--- config.mk ---
export PLATFORM = sky130hd
export DESIGN_NAME = nand_host_seq
export DESIGN_NICKNAME = d
export VERILOG_FILES = /design/src/shared/nand_host_pkg.sv /design/src/verilog/nand_strobe_gen.sv /design/src/verilog/nand_host_seq.sv
export SDC_FILE = /design/constraint.sdc
export NUM_CORES = 1
export LEC_CHECK = 0
export BUFFER_PORTS_ARGS = -buffer_cell sky130_fd_sc_hd__clkbuf_2
export CAP_MARGIN = 20
export CELL_PAD_IN_SITES_DETAIL_PLACEMENT = 0
export CELL_PAD_IN_SITES_GLOBAL_PLACEMENT = 2
export CORE_UTILIZATION = 36
export CTS_CLUSTER_DIAMETER = 150
export DETAILED_ROUTE_END_ITERATION = 10
export PLACE_DENSITY = 0.91
export SKIP_LAST_GASP = 1
export SYNTH_ARGS = -nofsm -noshare
export SYNTH_HDL_FRONTEND = slang
export SYNTH_HIERARCHICAL = 1
export SYNTH_SLANG_ARGS = --single-unit
--- constraint.sdc ---
create_clock -name clk_sys -period 4.3 [get_ports clk_sys]
set_input_delay 0.43 -clock clk_sys [delete_from_list [all_inputs] [get_ports clk_sys]]
set_output_delay 0.43 -clock clk_sys [all_outputs]
set_load 0.05 [all_outputs]
--- src/shared/nand_host_pkg.sv ---
/*
 * Package for the parallel flash host sequencer: command codes, pin group
 * structs, operation kinds, timing counts.
 * Assumes a 50 MHz system clock and a flash device on a multiplexed x8 bus.
 */
package nand_host_pkg;

   // ***************************************************************
   // Command codes
   // ***************************************************************
   localparam logic [7:0] CMD_READ_SETUP    = 8'h00;
   localparam logic [7:0] CMD_READ_CONFIRM  = 8'h30;
   localparam logic [7:0] CMD_RAND_OUT      = 8'h05;
   localparam logic [7:0] CMD_RAND_OUT_CONF = 8'hE0;
   localparam logic [7:0] CMD_CACHE_READ    = 8'h31;
   localparam logic [7:0] CMD_CACHE_EXIT    = 8'h34;
   localparam logic [7:0] CMD_PROG_SETUP    = 8'h80;
   localparam logic [7:0] CMD_RAND_IN       = 8'h85;
   localparam logic [7:0] CMD_PROG_CONFIRM  = 8'h10;
   localparam logic [7:0] CMD_COPY_READ     = 8'h35;
   localparam logic [7:0] CMD_STATUS        = 8'h70;
   localparam logic [7:0] CMD_RESET         = 8'hFF;

   // ***************************************************************
   // Geometry and status fields
   // ***************************************************************
   localparam int PAGE_BYTES      = 2112;
   localparam int PAGE_WORDS      = 1056;
   localparam int MAX_PARTIAL     = 4;
   localparam int ST_FAIL_BIT     = 0;
   localparam int ST_ENGINE_IDLE  = 5;
   localparam int ST_CACHE_READY  = 6;

   // ***************************************************************
   // Timing
   // ***************************************************************
   localparam int CLK_NS          = 20;
   localparam int STROBE_NS       = 25;
   localparam int STROBE_CYC      = (STROBE_NS + CLK_NS - 1) / CLK_NS;
   localparam int WB_DELAY_NS     = 100;
   localparam int WB_DELAY_CYC    = (WB_DELAY_NS + CLK_NS - 1) / CLK_NS;

   // ***************************************************************
   // Operation kinds and request, pin and result structs
   // ***************************************************************
   typedef enum logic [2:0] {
      OP_READ       = 3'b000,
      OP_READ_NEXT  = 3'b001,
      OP_RAND_OUT   = 3'b010,
      OP_CACHE_READ = 3'b011,
      OP_CACHE_EXIT = 3'b100,
      OP_PROGRAM    = 3'b101,
      OP_COPY_BACK  = 3'b110,
      OP_RESET      = 3'b111
   } op_t;

   typedef struct packed {
      op_t         op;
      logic [11:0] column;
      logic [16:0] row;
      logic [16:0] target_row;
      logic [11:0] count;
      logic        five_cycles;
   } request_t;

   typedef struct packed {
      logic       cle;
      logic       ale;
      logic       ce_n;
      logic       we_n;
      logic       re_n;
      logic [7:0] dq_out;
      logic       dq_oe;
   } pins_t;

   typedef struct packed {
      logic       done;
      logic       fail;
      logic       refused;
      logic [7:0] status;
   } result_t;

endpackage

--- src/verilog/nand_strobe_gen.sv ---
/*
 * Bus-cycle engine: one latched command, address or data cycle per start.
 * Assumes the caller holds the cycle inputs steady until done.
 */
`timescale 1ns/1ps
`default_nettype none
module nand_strobe_gen #(
   parameter int HOLD = nand_host_pkg::STROBE_CYC
) (
   input  wire logic       clk_sys,
   input  wire logic       srst,
   input  wire logic       start,
   input  wire logic [1:0] kind,
   input  wire logic [7:0] data,
   output logic            we_n,
   output logic            re_n,
   output logic            cle,
   output logic            ale,
   output logic [7:0]      dq_out,
   output logic            dq_oe,
   output logic            done
);
   // Kind: 0 command, 1 address, 2 write data, 3 read data.
   logic [3:0] cnt;
   logic       phase;
   logic       busy;

   always_ff @(posedge clk_sys) begin
      if (srst) begin
         busy <= 1'b0; phase <= 1'b0; cnt <= 4'h0; done <= 1'b0;
         we_n <= 1'b1; re_n <= 1'b1; cle <= 1'b0; ale <= 1'b0;
         dq_out <= 8'h00; dq_oe <= 1'b0;
      end else begin
         done <= 1'b0;
         // Done blocks a restart so the caller has one cycle to move to its next step.
         if (start && !busy && !done) begin
            busy   <= 1'b1; phase <= 1'b0; cnt <= 4'h0;
            cle    <= (kind == 2'd0);
            ale    <= (kind == 2'd1);
            dq_oe  <= (kind != 2'd3);
            dq_out <= data;
            we_n   <= (kind == 2'd3);
            re_n   <= (kind != 2'd3);
         end else if (busy) begin
            if (cnt == 4'(HOLD - 1)) begin
               cnt <= 4'h0;
               if (!phase) begin
                  // Rising edge of the strobe latches the cycle in the device.
                  phase <= 1'b1; we_n <= 1'b1; re_n <= 1'b1;
               end else begin
                  busy <= 1'b0; done <= 1'b1;
                  cle <= 1'b0; ale <= 1'b0; dq_oe <= 1'b0;
               end
            end else begin
               cnt <= cnt + 4'h1;
            end
         end
      end
   end
endmodule
`default_nettype wire

--- src/verilog/nand_host_seq.sv ---
/*
 * Host sequencer that drives a parallel flash over its multiplexed pins for
 * reads, cache reads, page programs and copy-back.
 * Assumes synchronous pin inputs and a user that waits for done.
 */
`timescale 1ns/1ps
`default_nettype none
module nand_host_seq (
   input  wire logic                   clk_sys,
   input  wire logic                   srst,
   input  wire logic                   req_valid,
   input  wire nand_host_pkg::request_t req,
   input  wire logic                   wr_valid,
   input  wire logic [7:0]             wr_data,
   input  wire logic [7:0]             dq_in,
   input  wire logic                   rb_in,
   output logic                        req_ready,
   output logic                        wr_ready,
   output logic                        rd_valid,
   output logic [7:0]                  rd_data,
   output nand_host_pkg::pins_t        pins,
   output nand_host_pkg::result_t      result
);
   // ***************************************************************
   // State
   // ***************************************************************
   typedef enum logic [3:0] {
      S_IDLE   = 4'b0000,
      S_CMD1   = 4'b0001,
      S_ADDR   = 4'b0010,
      S_DATA   = 4'b0011,
      S_CMD2   = 4'b0100,
      S_WAIT   = 4'b0101,
      S_READ   = 4'b0110,
      S_STAT_C = 4'b0111,
      S_STAT_R = 4'b1000,
      S_CB_CMD = 4'b1001,
      S_CB_ADR = 4'b1010,
      S_DONE   = 4'b1011
   } state_t;

   state_t                  state;
   nand_host_pkg::request_t cur;
   logic [2:0]              acnt;
   logic [11:0]             left;
   logic                    read_armed;
   logic                    in_cache;
   logic                    phase2;
   logic [3:0]              wb_cnt;
   logic [2:0]              partials;
   logic [16:0]             last_row;
   logic                    st_start;
   logic [1:0]              st_kind;
   logic [7:0]              st_data;
   logic                    st_done;
   logic                    s_we_n;
   logic                    s_re_n;
   logic                    s_cle;
   logic                    s_ale;
   logic [7:0]              s_dq;
   logic                    s_oe;
   logic [2:0]              nadr;
   logic [7:0]              abyte;
   logic [16:0]             arow;
   logic                    col_only;
   logic [7:0]              rd_hold;

   nand_strobe_gen nand_strobe_gen_inst (
      .clk_sys (clk_sys),
      .srst    (srst),
      .start   (st_start),
      .kind    (st_kind),
      .data    (st_data),
      .we_n    (s_we_n),
      .re_n    (s_re_n),
      .cle     (s_cle),
      .ale     (s_ale),
      .dq_out  (s_dq),
      .dq_oe   (s_oe),
      .done    (st_done)
   );

   // Random moves send two column cycles only; full ops 4 or 5.
   assign col_only = (cur.op == nand_host_pkg::OP_RAND_OUT) || phase2 && (cur.op == nand_host_pkg::OP_PROGRAM);
   assign nadr     = col_only ? 3'd2 : (cur.five_cycles ? 3'd5 : 3'd4);
   assign arow     = (state == S_CB_ADR) ? cur.target_row : cur.row;

   always_comb begin
      case (acnt)
         3'd0:    abyte = cur.column[7:0];
         3'd1:    abyte = {4'h0, cur.column[11:8]};
         3'd2:    abyte = arow[7:0];
         3'd3:    abyte = arow[15:8];
         default: abyte = {7'h00, arow[16]};
      endcase
   end

   // ***************************************************************
   // Strobe request selection
   // ***************************************************************
   always_comb begin
      st_start = 1'b0;
      st_kind  = 2'd0;
      st_data  = 8'h00;
      case (state)
         S_CMD1: begin
            st_start = 1'b1;
            case (cur.op)
               nand_host_pkg::OP_RAND_OUT:   st_data = nand_host_pkg::CMD_RAND_OUT;
               nand_host_pkg::OP_CACHE_EXIT: st_data = nand_host_pkg::CMD_CACHE_EXIT;
               nand_host_pkg::OP_RESET:      st_data = nand_host_pkg::CMD_RESET;
               nand_host_pkg::OP_PROGRAM:    st_data = phase2 ? nand_host_pkg::CMD_RAND_IN
                                                              : nand_host_pkg::CMD_PROG_SETUP;
               default:                      st_data = nand_host_pkg::CMD_READ_SETUP;
            endcase
         end
         S_ADDR, S_CB_ADR: begin
            st_start = 1'b1;
            st_kind  = 2'd1;
            st_data  = abyte;
         end
         S_DATA: begin
            // Wait out the taken pulse so the user can present the next byte.
            st_start = wr_valid && !wr_ready;
            st_kind  = 2'd2;
            st_data  = wr_data;
         end
         S_CMD2: begin
            st_start = 1'b1;
            case (cur.op)
               nand_host_pkg::OP_RAND_OUT:   st_data = nand_host_pkg::CMD_RAND_OUT_CONF;
               nand_host_pkg::OP_CACHE_READ: st_data = nand_host_pkg::CMD_CACHE_READ;
               nand_host_pkg::OP_PROGRAM:    st_data = nand_host_pkg::CMD_PROG_CONFIRM;
               nand_host_pkg::OP_COPY_BACK:  st_data = phase2 ? nand_host_pkg::CMD_PROG_CONFIRM
                                                              : nand_host_pkg::CMD_COPY_READ;
               default:                      st_data = nand_host_pkg::CMD_READ_CONFIRM;
            endcase
         end
         S_CB_CMD: begin
            st_start = 1'b1;
            st_data  = nand_host_pkg::CMD_RAND_IN;
         end
         S_STAT_C: begin
            st_start = 1'b1;
            st_data  = nand_host_pkg::CMD_STATUS;
         end
         S_READ, S_STAT_R: begin
            st_start = 1'b1;
            st_kind  = 2'd3;
         end
         default: ;
      endcase
   end

   // ***************************************************************
   // Sequencer
   // ***************************************************************
   always_ff @(posedge clk_sys) begin
      if (srst) begin
         state <= S_IDLE; cur <= '0; acnt <= 3'd0; left <= 12'h000;
         read_armed <= 1'b0; in_cache <= 1'b0; phase2 <= 1'b0; wb_cnt <= 4'h0;
         req_ready <= 1'b0; wr_ready <= 1'b0; rd_valid <= 1'b0; rd_data <= 8'h00;
         result <= '0; partials <= 3'd0; last_row <= 17'h00000;
      end else begin
         rd_valid <= 1'b0; result.done <= 1'b0;
         req_ready <= (state == S_IDLE) && !req_valid;
         wr_ready <= (state == S_DATA) && st_done;
         case (state)
            S_IDLE: if (req_valid) begin
               cur <= req; acnt <= 3'd0; phase2 <= 1'b0; result.refused <= 1'b0;
               left <= (req.count == 12'h000) ? 12'h001 : req.count;
               // Random output is illegal in a cache read; exit only in one.
               if ((req.op == nand_host_pkg::OP_RAND_OUT && in_cache) ||
                   (req.op == nand_host_pkg::OP_CACHE_EXIT && !in_cache) ||
                   (req.op == nand_host_pkg::OP_PROGRAM && req.row == last_row &&
                    partials == 3'(nand_host_pkg::MAX_PARTIAL))) begin
                  result.refused <= 1'b1; result.done <= 1'b1;
               end else if (req.op == nand_host_pkg::OP_READ_NEXT && read_armed)
                  state <= S_CMD2;
               else if (req.op == nand_host_pkg::OP_READ_NEXT) begin
                  result.refused <= 1'b1; result.done <= 1'b1;
               end else
                  state <= S_CMD1;
            end
            S_CMD1: if (st_done) begin
               if (cur.op == nand_host_pkg::OP_CACHE_EXIT) begin
                  in_cache <= 1'b0; state <= S_WAIT;
               end else if (cur.op == nand_host_pkg::OP_RESET) begin
                  in_cache <= 1'b0; read_armed <= 1'b0; state <= S_WAIT;
               end else
                  state <= S_ADDR;
            end
            S_ADDR, S_CB_ADR: if (st_done) begin
               acnt <= acnt + 3'd1;
               if (acnt == nadr - 3'd1) begin
                  acnt <= 3'd0;
                  if (state == S_CB_ADR) state <= S_CMD2;
                  else if (cur.op == nand_host_pkg::OP_PROGRAM) state <= S_DATA;
                  else if (cur.op == nand_host_pkg::OP_RAND_OUT) state <= S_CMD2;
                  else state <= S_CMD2;
               end
            end
            S_DATA: if (st_done) begin
               left <= left - 12'h001;
               if (left == 12'h001) state <= S_CMD2;
            end
            S_CMD2: if (st_done) begin
               wb_cnt <= 4'h0;
               case (cur.op)
                  nand_host_pkg::OP_RAND_OUT: state <= S_READ;
                  nand_host_pkg::OP_CACHE_READ: begin
                     in_cache <= 1'b1; state <= S_WAIT;
                  end
                  nand_host_pkg::OP_PROGRAM: begin
                     partials <= (cur.row == last_row) ? partials + 3'd1 : 3'd1;
                     last_row <= cur.row; state <= S_WAIT;
                  end
                  default: begin
                     read_armed <= (cur.op != nand_host_pkg::OP_COPY_BACK);
                     state <= S_WAIT;
                  end
               endcase
            end
            S_WAIT: begin
               // Ready/busy lags the last strobe, so hold off before sampling.
               if (wb_cnt != 4'(nand_host_pkg::WB_DELAY_CYC)) wb_cnt <= wb_cnt + 4'h1;
               else if (rb_in) begin
                  case (cur.op)
                     nand_host_pkg::OP_PROGRAM: state <= S_STAT_C;
                     nand_host_pkg::OP_COPY_BACK: state <= phase2 ? S_STAT_C : S_CB_CMD;
                     nand_host_pkg::OP_RESET, nand_host_pkg::OP_CACHE_EXIT: begin
                        result.done <= 1'b1; state <= S_IDLE;
                     end
                     default: state <= S_READ;
                  endcase
               end
            end
            S_CB_CMD: if (st_done) begin
               phase2 <= 1'b1; state <= S_CB_ADR;
            end
            S_READ: if (st_done) begin
               rd_valid <= 1'b1; rd_data <= rd_hold;
               left <= left - 12'h001;
               if (left == 12'h001) begin
                  result.done <= 1'b1; state <= S_IDLE;
               end
            end
            S_STAT_C: if (st_done) state <= S_STAT_R;
            S_STAT_R: if (st_done) begin
               // Fail bit covers only cells that failed to reach zero.
               result.status <= rd_hold;
               result.fail <= rd_hold[nand_host_pkg::ST_FAIL_BIT];
               result.done <= 1'b1; read_armed <= 1'b0; state <= S_DONE;
            end
            S_DONE: state <= S_IDLE;
            default: state <= S_IDLE;
         endcase
      end
   end

   // The device drives data only while the read strobe is low on the pins, so the
   // byte is held from the last cycle of that window, not taken at the end of the cycle.
   always_ff @(posedge clk_sys) begin
      if (srst) begin
         rd_hold <= 8'h00;
      end else if (!pins.re_n) begin
         rd_hold <= dq_in;
      end
   end

   // ***************************************************************
   // Pin registers
   // ***************************************************************
   always_ff @(posedge clk_sys) begin
      if (srst) begin
         pins <= '{cle: 1'b0, ale: 1'b0, ce_n: 1'b1, we_n: 1'b1, re_n: 1'b1, dq_out: 8'h00, dq_oe: 1'b0};
      end else begin
         pins.cle <= s_cle;
         pins.ale <= s_ale;
         pins.ce_n <= (state == S_IDLE);
         pins.we_n <= s_we_n;
         pins.re_n <= s_re_n;
         pins.dq_out <= s_dq;
         pins.dq_oe <= s_oe;
      end
   end
endmodule
`default_nettype wire

Word-level counts from Yosys, hierarchy flattened
Index checks and enable logic that the tools add are counted.
W data, S select, Z words.

storage, ports and cells
  register bits = 160
  bits of input ports = 83
  output and inout bits = 36

cells by class
  $add $sub $neg = 6
  equal/unequal tests = 58
  mux-type cells = 92
  bitwise operators = 3
  reduce and logical (&&, ||, !) cells = 55

operators with widths
  kind                     number
  $pmux W8 S4              3
  $mux W4                  21
  $pmux W8 S6              1
  $pmux W4 S10             1
  $mux W1                  39
  $mux W12                 3
  $eq A17 B17 Y1           2
  $mux W3                  10
  $ne A2 B2 Y1 const B     12
  $pmux W12 S2             1
  $ne A2 B1 Y1 const B     11
  $eq A3 B3 Y1 const B     7
  $reduce_and A3 Y1        7
  $mux W17                 1
  $eq A4 B3 Y1 const B     4
  $reduce_and A16 Y1       1
  $reduce_bool A2 Y1       8
  $eq A3 B2 Y1 const B     5
  $eq A12 B1 Y1 const B    1
  $eq A4 B4 Y1 const B     3
  $logic_not A12 Y1        1
  $pmux W4 S3              1
  $reduce_or A2 Y1         6
  $sub A12 B1 Y12 const B  1
  other kinds (33)         64

Depth between registers and ports, before layout
  depth in word-level cells = 9
  mapped depth = 12
  depth with buffers taken out = 9

By module
The synthesis kept the hierarchy.

modules (own cells, without submodules)
  module           instances  cells an instance  area an instance (µm²)  seq. area each (µm²)
  nand_host_seq    1          868                6924.1                  2782.7
  nand_strobe_gen  1          88                 760.7                   400.4

Worst setup path before layout
OpenSTA, ideal clock, no wires.

  path kind = reg-to-reg
  start = reg state[2]
  end = reg nand_strobe_gen_inst.ale
  arrival = 2159 ps
  required time = 4226 ps
  setup slack = 2066 ps
  stages on the path, launching flop included = 10
  clock period less this slack = 2234 ps
  cell sequence = dfxtp_1 buf_2 buf_2 clkbuf_1 nor2_1 a211oi_1 or3b_1 buf_2 or4b_1 o21ai_0

between the ends
  longest elaborated chain between the ends = 7

RTL lines
  what                                        line                   text
  start, declared                             nand_host_seq.sv:42    state_t state;
  start signal, assigned                      nand_host_seq.sv:230   nand_host_pkg::OP_COPY_BACK: state <= phase2 ? S_STAT_C : S_CB_CMD;
  $eq A4 B4 Y1, or another cell as far along  nand_host_seq.sv:105   case (state)
  $reduce_or A8 Y1 (no line)                  --
  $pmux W1 S2 *                               nand_host_seq.sv:105
  via st_start                                nand_host_seq.sv:52    logic st_start;
  $logic_and A1 B1 Y1 * (2 in a row)          nand_strobe_gen.sv:36  if (start && !busy && !done) begin
  $reduce_bool A2 Y1 (no line)                --
  $reduce_and A3 Y1 (no line)                 --
  end signal, assigned                        nand_strobe_gen.sv:39  ale <= (kind == 2'd1);
  end, declared                               nand_strobe_gen.sv:18  output logic ale,

Mark *: on every way through the listed nets, which the timed path passes. The rest lies on a longest branch.
A chain may end at the register's enable or synchronous reset.

Worst setup path after layout
  start = reg state[3]
  end = reg nand_strobe_gen_inst.dq_out[3]

RTL lines
  what                  line                                       text
  $eq A4 B4 Y1          nand_host_seq.sv:86, nand_host_seq.sv:105
  $mux W17              nand_host_seq.sv:86                        assign arow = (state == S_CB_ADR) ? cur.target_row : cur.row;
  $pmux W8 S4           nand_host_seq.sv:89                        case (acnt)
  $pmux W8 S6 *         nand_host_seq.sv:105
  via st_data[3]        nand_host_seq.sv:54                        logic [7:0] st_data;
  end signal, assigned  nand_strobe_gen.sv:41                      dq_out <= data;
  end, declared         nand_strobe_gen.sv:19                      output logic [7:0] dq_out,

Marks and branches as above.

==> metrics.cfg <==
[floorplanning]
die_area_sq_mm=0.0219
fp.dieW_um=148
fp.coreArea_sq_mm=0.0210
placementRows=53
dieHeight_um=148
initial_core_util=0.367
ios=119

[timing]
rsz0062_at_grt=no
worst_pin_slew_ns=0.985
finalSetupTns_ns=0
final.min_clock_period_ns=3.05
drv_slew=0
finalCritPeriodShare=0.709
timing.fmax_mhz=328
clock_skew_ns=0.0142
setup_viol=0
max-slew-margin-rel=0.342
finalHoldViolCount=0

[setup_path]
endpoint_kind=register
crit_start=state[3]$_SDFFE_PP0P_
slowest_stage=dfxtp_1
cp_max_fo=16
start_kind=register
critPathMaxStageDelay_ns=0.74
r2r_cells=8
crit_chain=nand2b_1 > nor3_4 > mux2_2 > a222oi_1 > a2bb2oi_1 > o211ai_1 > nand2_1 > a21oi_1
path_class=register to register
crit-reg2reg-launch=state[3]$_SDFFE_PP0P_
crit_required_ns=4.59
worstPathArrival_ns=3.34

[cts]
cts_tree=built
path_clk_slew_ns=0.06
cts_hold_buffers=0
postCtsSetupBuffers=0
clk_path_buf_depth=2
root_buffer=clkbuf_16
cts_sinks=159
clkLatencyLatePin_ns=0.43
ctsResizeCount=0
numCtsBuffers=17
htreeDepth=4

[power]
p_int_uw=3190
p_leak_uw=0.00372
swShare=0.358
power_frac_seq=0.391
clkPwrFrac=0.328
pwr-share-comb=0.281
switchingPower_uw=1780
p_per_area_mw_per_mm2=549
ir_drop_mv=0.263

[global_route]
track_usage=0.203
grt-ovfl-total=0
grt_max_degree=78
grt_pass1_vias=6766
antenna_found_initial=0
grt_pass1_wl_um=35000

[logic_synthesis]
synth_top_area_share=0.414
synthesis.nets=1050
yosysSeqAreaShare=0.414
ys_top_cells_by_area=dfxtp_1 41%, nand2_1 9.8%, a21oi_1 7.0%
synth_seq_cells=159
synth_edf_count=0
syn_area_per_cell_sq_um=8.04
synthFlopType=dfxtp_1
yosysUniqueCellTypes=72
yosysTopAreaCell=dfxtp_1
ys_warn_count=6
syn_area_sq_mm=0.00768
postSynthCellCount=956
synthArstFlopShare=0

[detailed_routing]
route.detailed.drc=0
wire_per_inst_um=16.2
drtAntennaViolNets=0
vias_per_cell=5.22
vias=6924
drt_wl_total_um=21500
first_iter_violations=575
firstDrtPassIters=5

[finish]
num_antenna_cells=0
postLayoutCoreUtil=0.432
area.growth.synth_to_final_pct=17.8
drive_above_1_share=0.174
final_cell_mix=201 x nand2_1, 159 x dfxtp_1, 117 x clkbuf_2
nets=1132
layout_commonest_cell=nand2_1

[run]
maxCapViolations=0

[hold_path]
worstHoldStart=req[23]
hold_depth=3
hp-class=input pin to register

[placement]
post-dp-hpwl_um=15500
gp_congestion=0.853
io_buffer_count=118

[status]
outcome=finished, final reports clean

## power by group through the flow
stage / Sequential, uW / Clock [uW] / Combinational, uW
after floorplan: 1900 / 0 / 1070
after global placement: 1980 / 0 / 1390
after detailed placement: 1980 / 0 / 1390
after CTS: 1940 / 1660 / 1400
after global routing: 1970 / 1710 / 1570
final: 1950 / 1630 / 1400
## per-layer routing
metal  track usage  vias up  part of all wire  wire [um]
li1              -     3489                 -          -
met1         0.259     3223              0.46       9950
met2         0.335      186              0.46      10000
met3        0.0374       26             0.042        899
met4        0.0856        0             0.031        663
met5             0        -                 0          0
## sequential cells by signal, indices dropped and copies added (netlist names), 3 cells and up
name and count:
left 12, wb_cnt 4, acnt 3, cur 50, last_row 17, partials 3, rd_data 8, nand_strobe_gen_inst/cnt 4
result 10, rd_hold 8, pins 14, state 4, nand_strobe_gen_inst/dq_out 8
## worst paths after layout
path / endpoint / slack, ns
worst min-delay path: cur[23]$_SDFFE_PP0P_ / 0.22
worst max register to register: nand_strobe_gen_inst/dq_out[3]$_SDFFE_PP0P_ / 1.25
worst max-delay path: nand_strobe_gen_inst/dq_out[3]$_SDFFE_PP0P_ / 1.25
worst min register to register: pins[9]$_SDFF_PP1_ / 0.45
## synth_stat cells (all sizes together) (4+ instances only)
cell type / n
nand2: 201
dfxtp: 159
a21oi: 108
nor2: 75
clkbuf: 49
xor2: 35
mux2i: 31
nor3: 30
o21ai: 28
nor2b: 22
nand3: 18
buf: 17
inv: 17
mux2: 14
nor4: 13
ha: 11
o211ai: 9
a211oi: 8
nand2b: 8
a221oi: 7
nand3b: 7
nand4: 6
xnor2: 6
a2bb2oi: 5
and3: 5
or3: 5
a222oi: 4
a32oi: 4
and2: 4
o22ai: 4
o41ai: 4
## through the flow
stage                     std cells  setup WS [ns]  hold slack (ns)  total power, uW  cell area (sq um)
after CTS                      1326           1.31            0.208             5000               9050
after global routing           1326           1.05            0.225             5240               9050
after global placement         1294           1.44            0.433             3360               8420
final                          1326           1.25            0.222             4970               9050
after detailed placement       1294           1.37            0.434             3370               8420
after floorplan                 956           2.07            0.414             2960               7680
## final cells by class
cell class | count | area (sq um)
Timing Repair Buffer | 129 | 676
Inverter | 17 | 63.8
Tap cell | 275 | 344
Fill cell | 2171 | 11900
Clock buffer | 20 | 447
Clock inverter | 12 | 183
Sequential cell | 159 | 3180
Multi-Input combinational cell | 714 | 4160
## logic make-up after synthesis
kind of cell,after synthesis,synth area share
buf+inv,83,0.0453
simple gates,412,0.249
xor+xnor,41,0.0467
mux,45,0.0614
fa+ha+maj,11,0.0179
compound gates,205,0.165
flops,159,0.414
## worst max-delay path, delay by kind of cell, from the launching register on
kind	cells	cell delay, ns
AO/OA/AOI/OAI	4	0.74
multiplexers	1	0.41
flip-flops	1	0.74
AND/OR/NAND/NOR	3	1.02
Note: power is estimated with default switching activity, not from simulation.
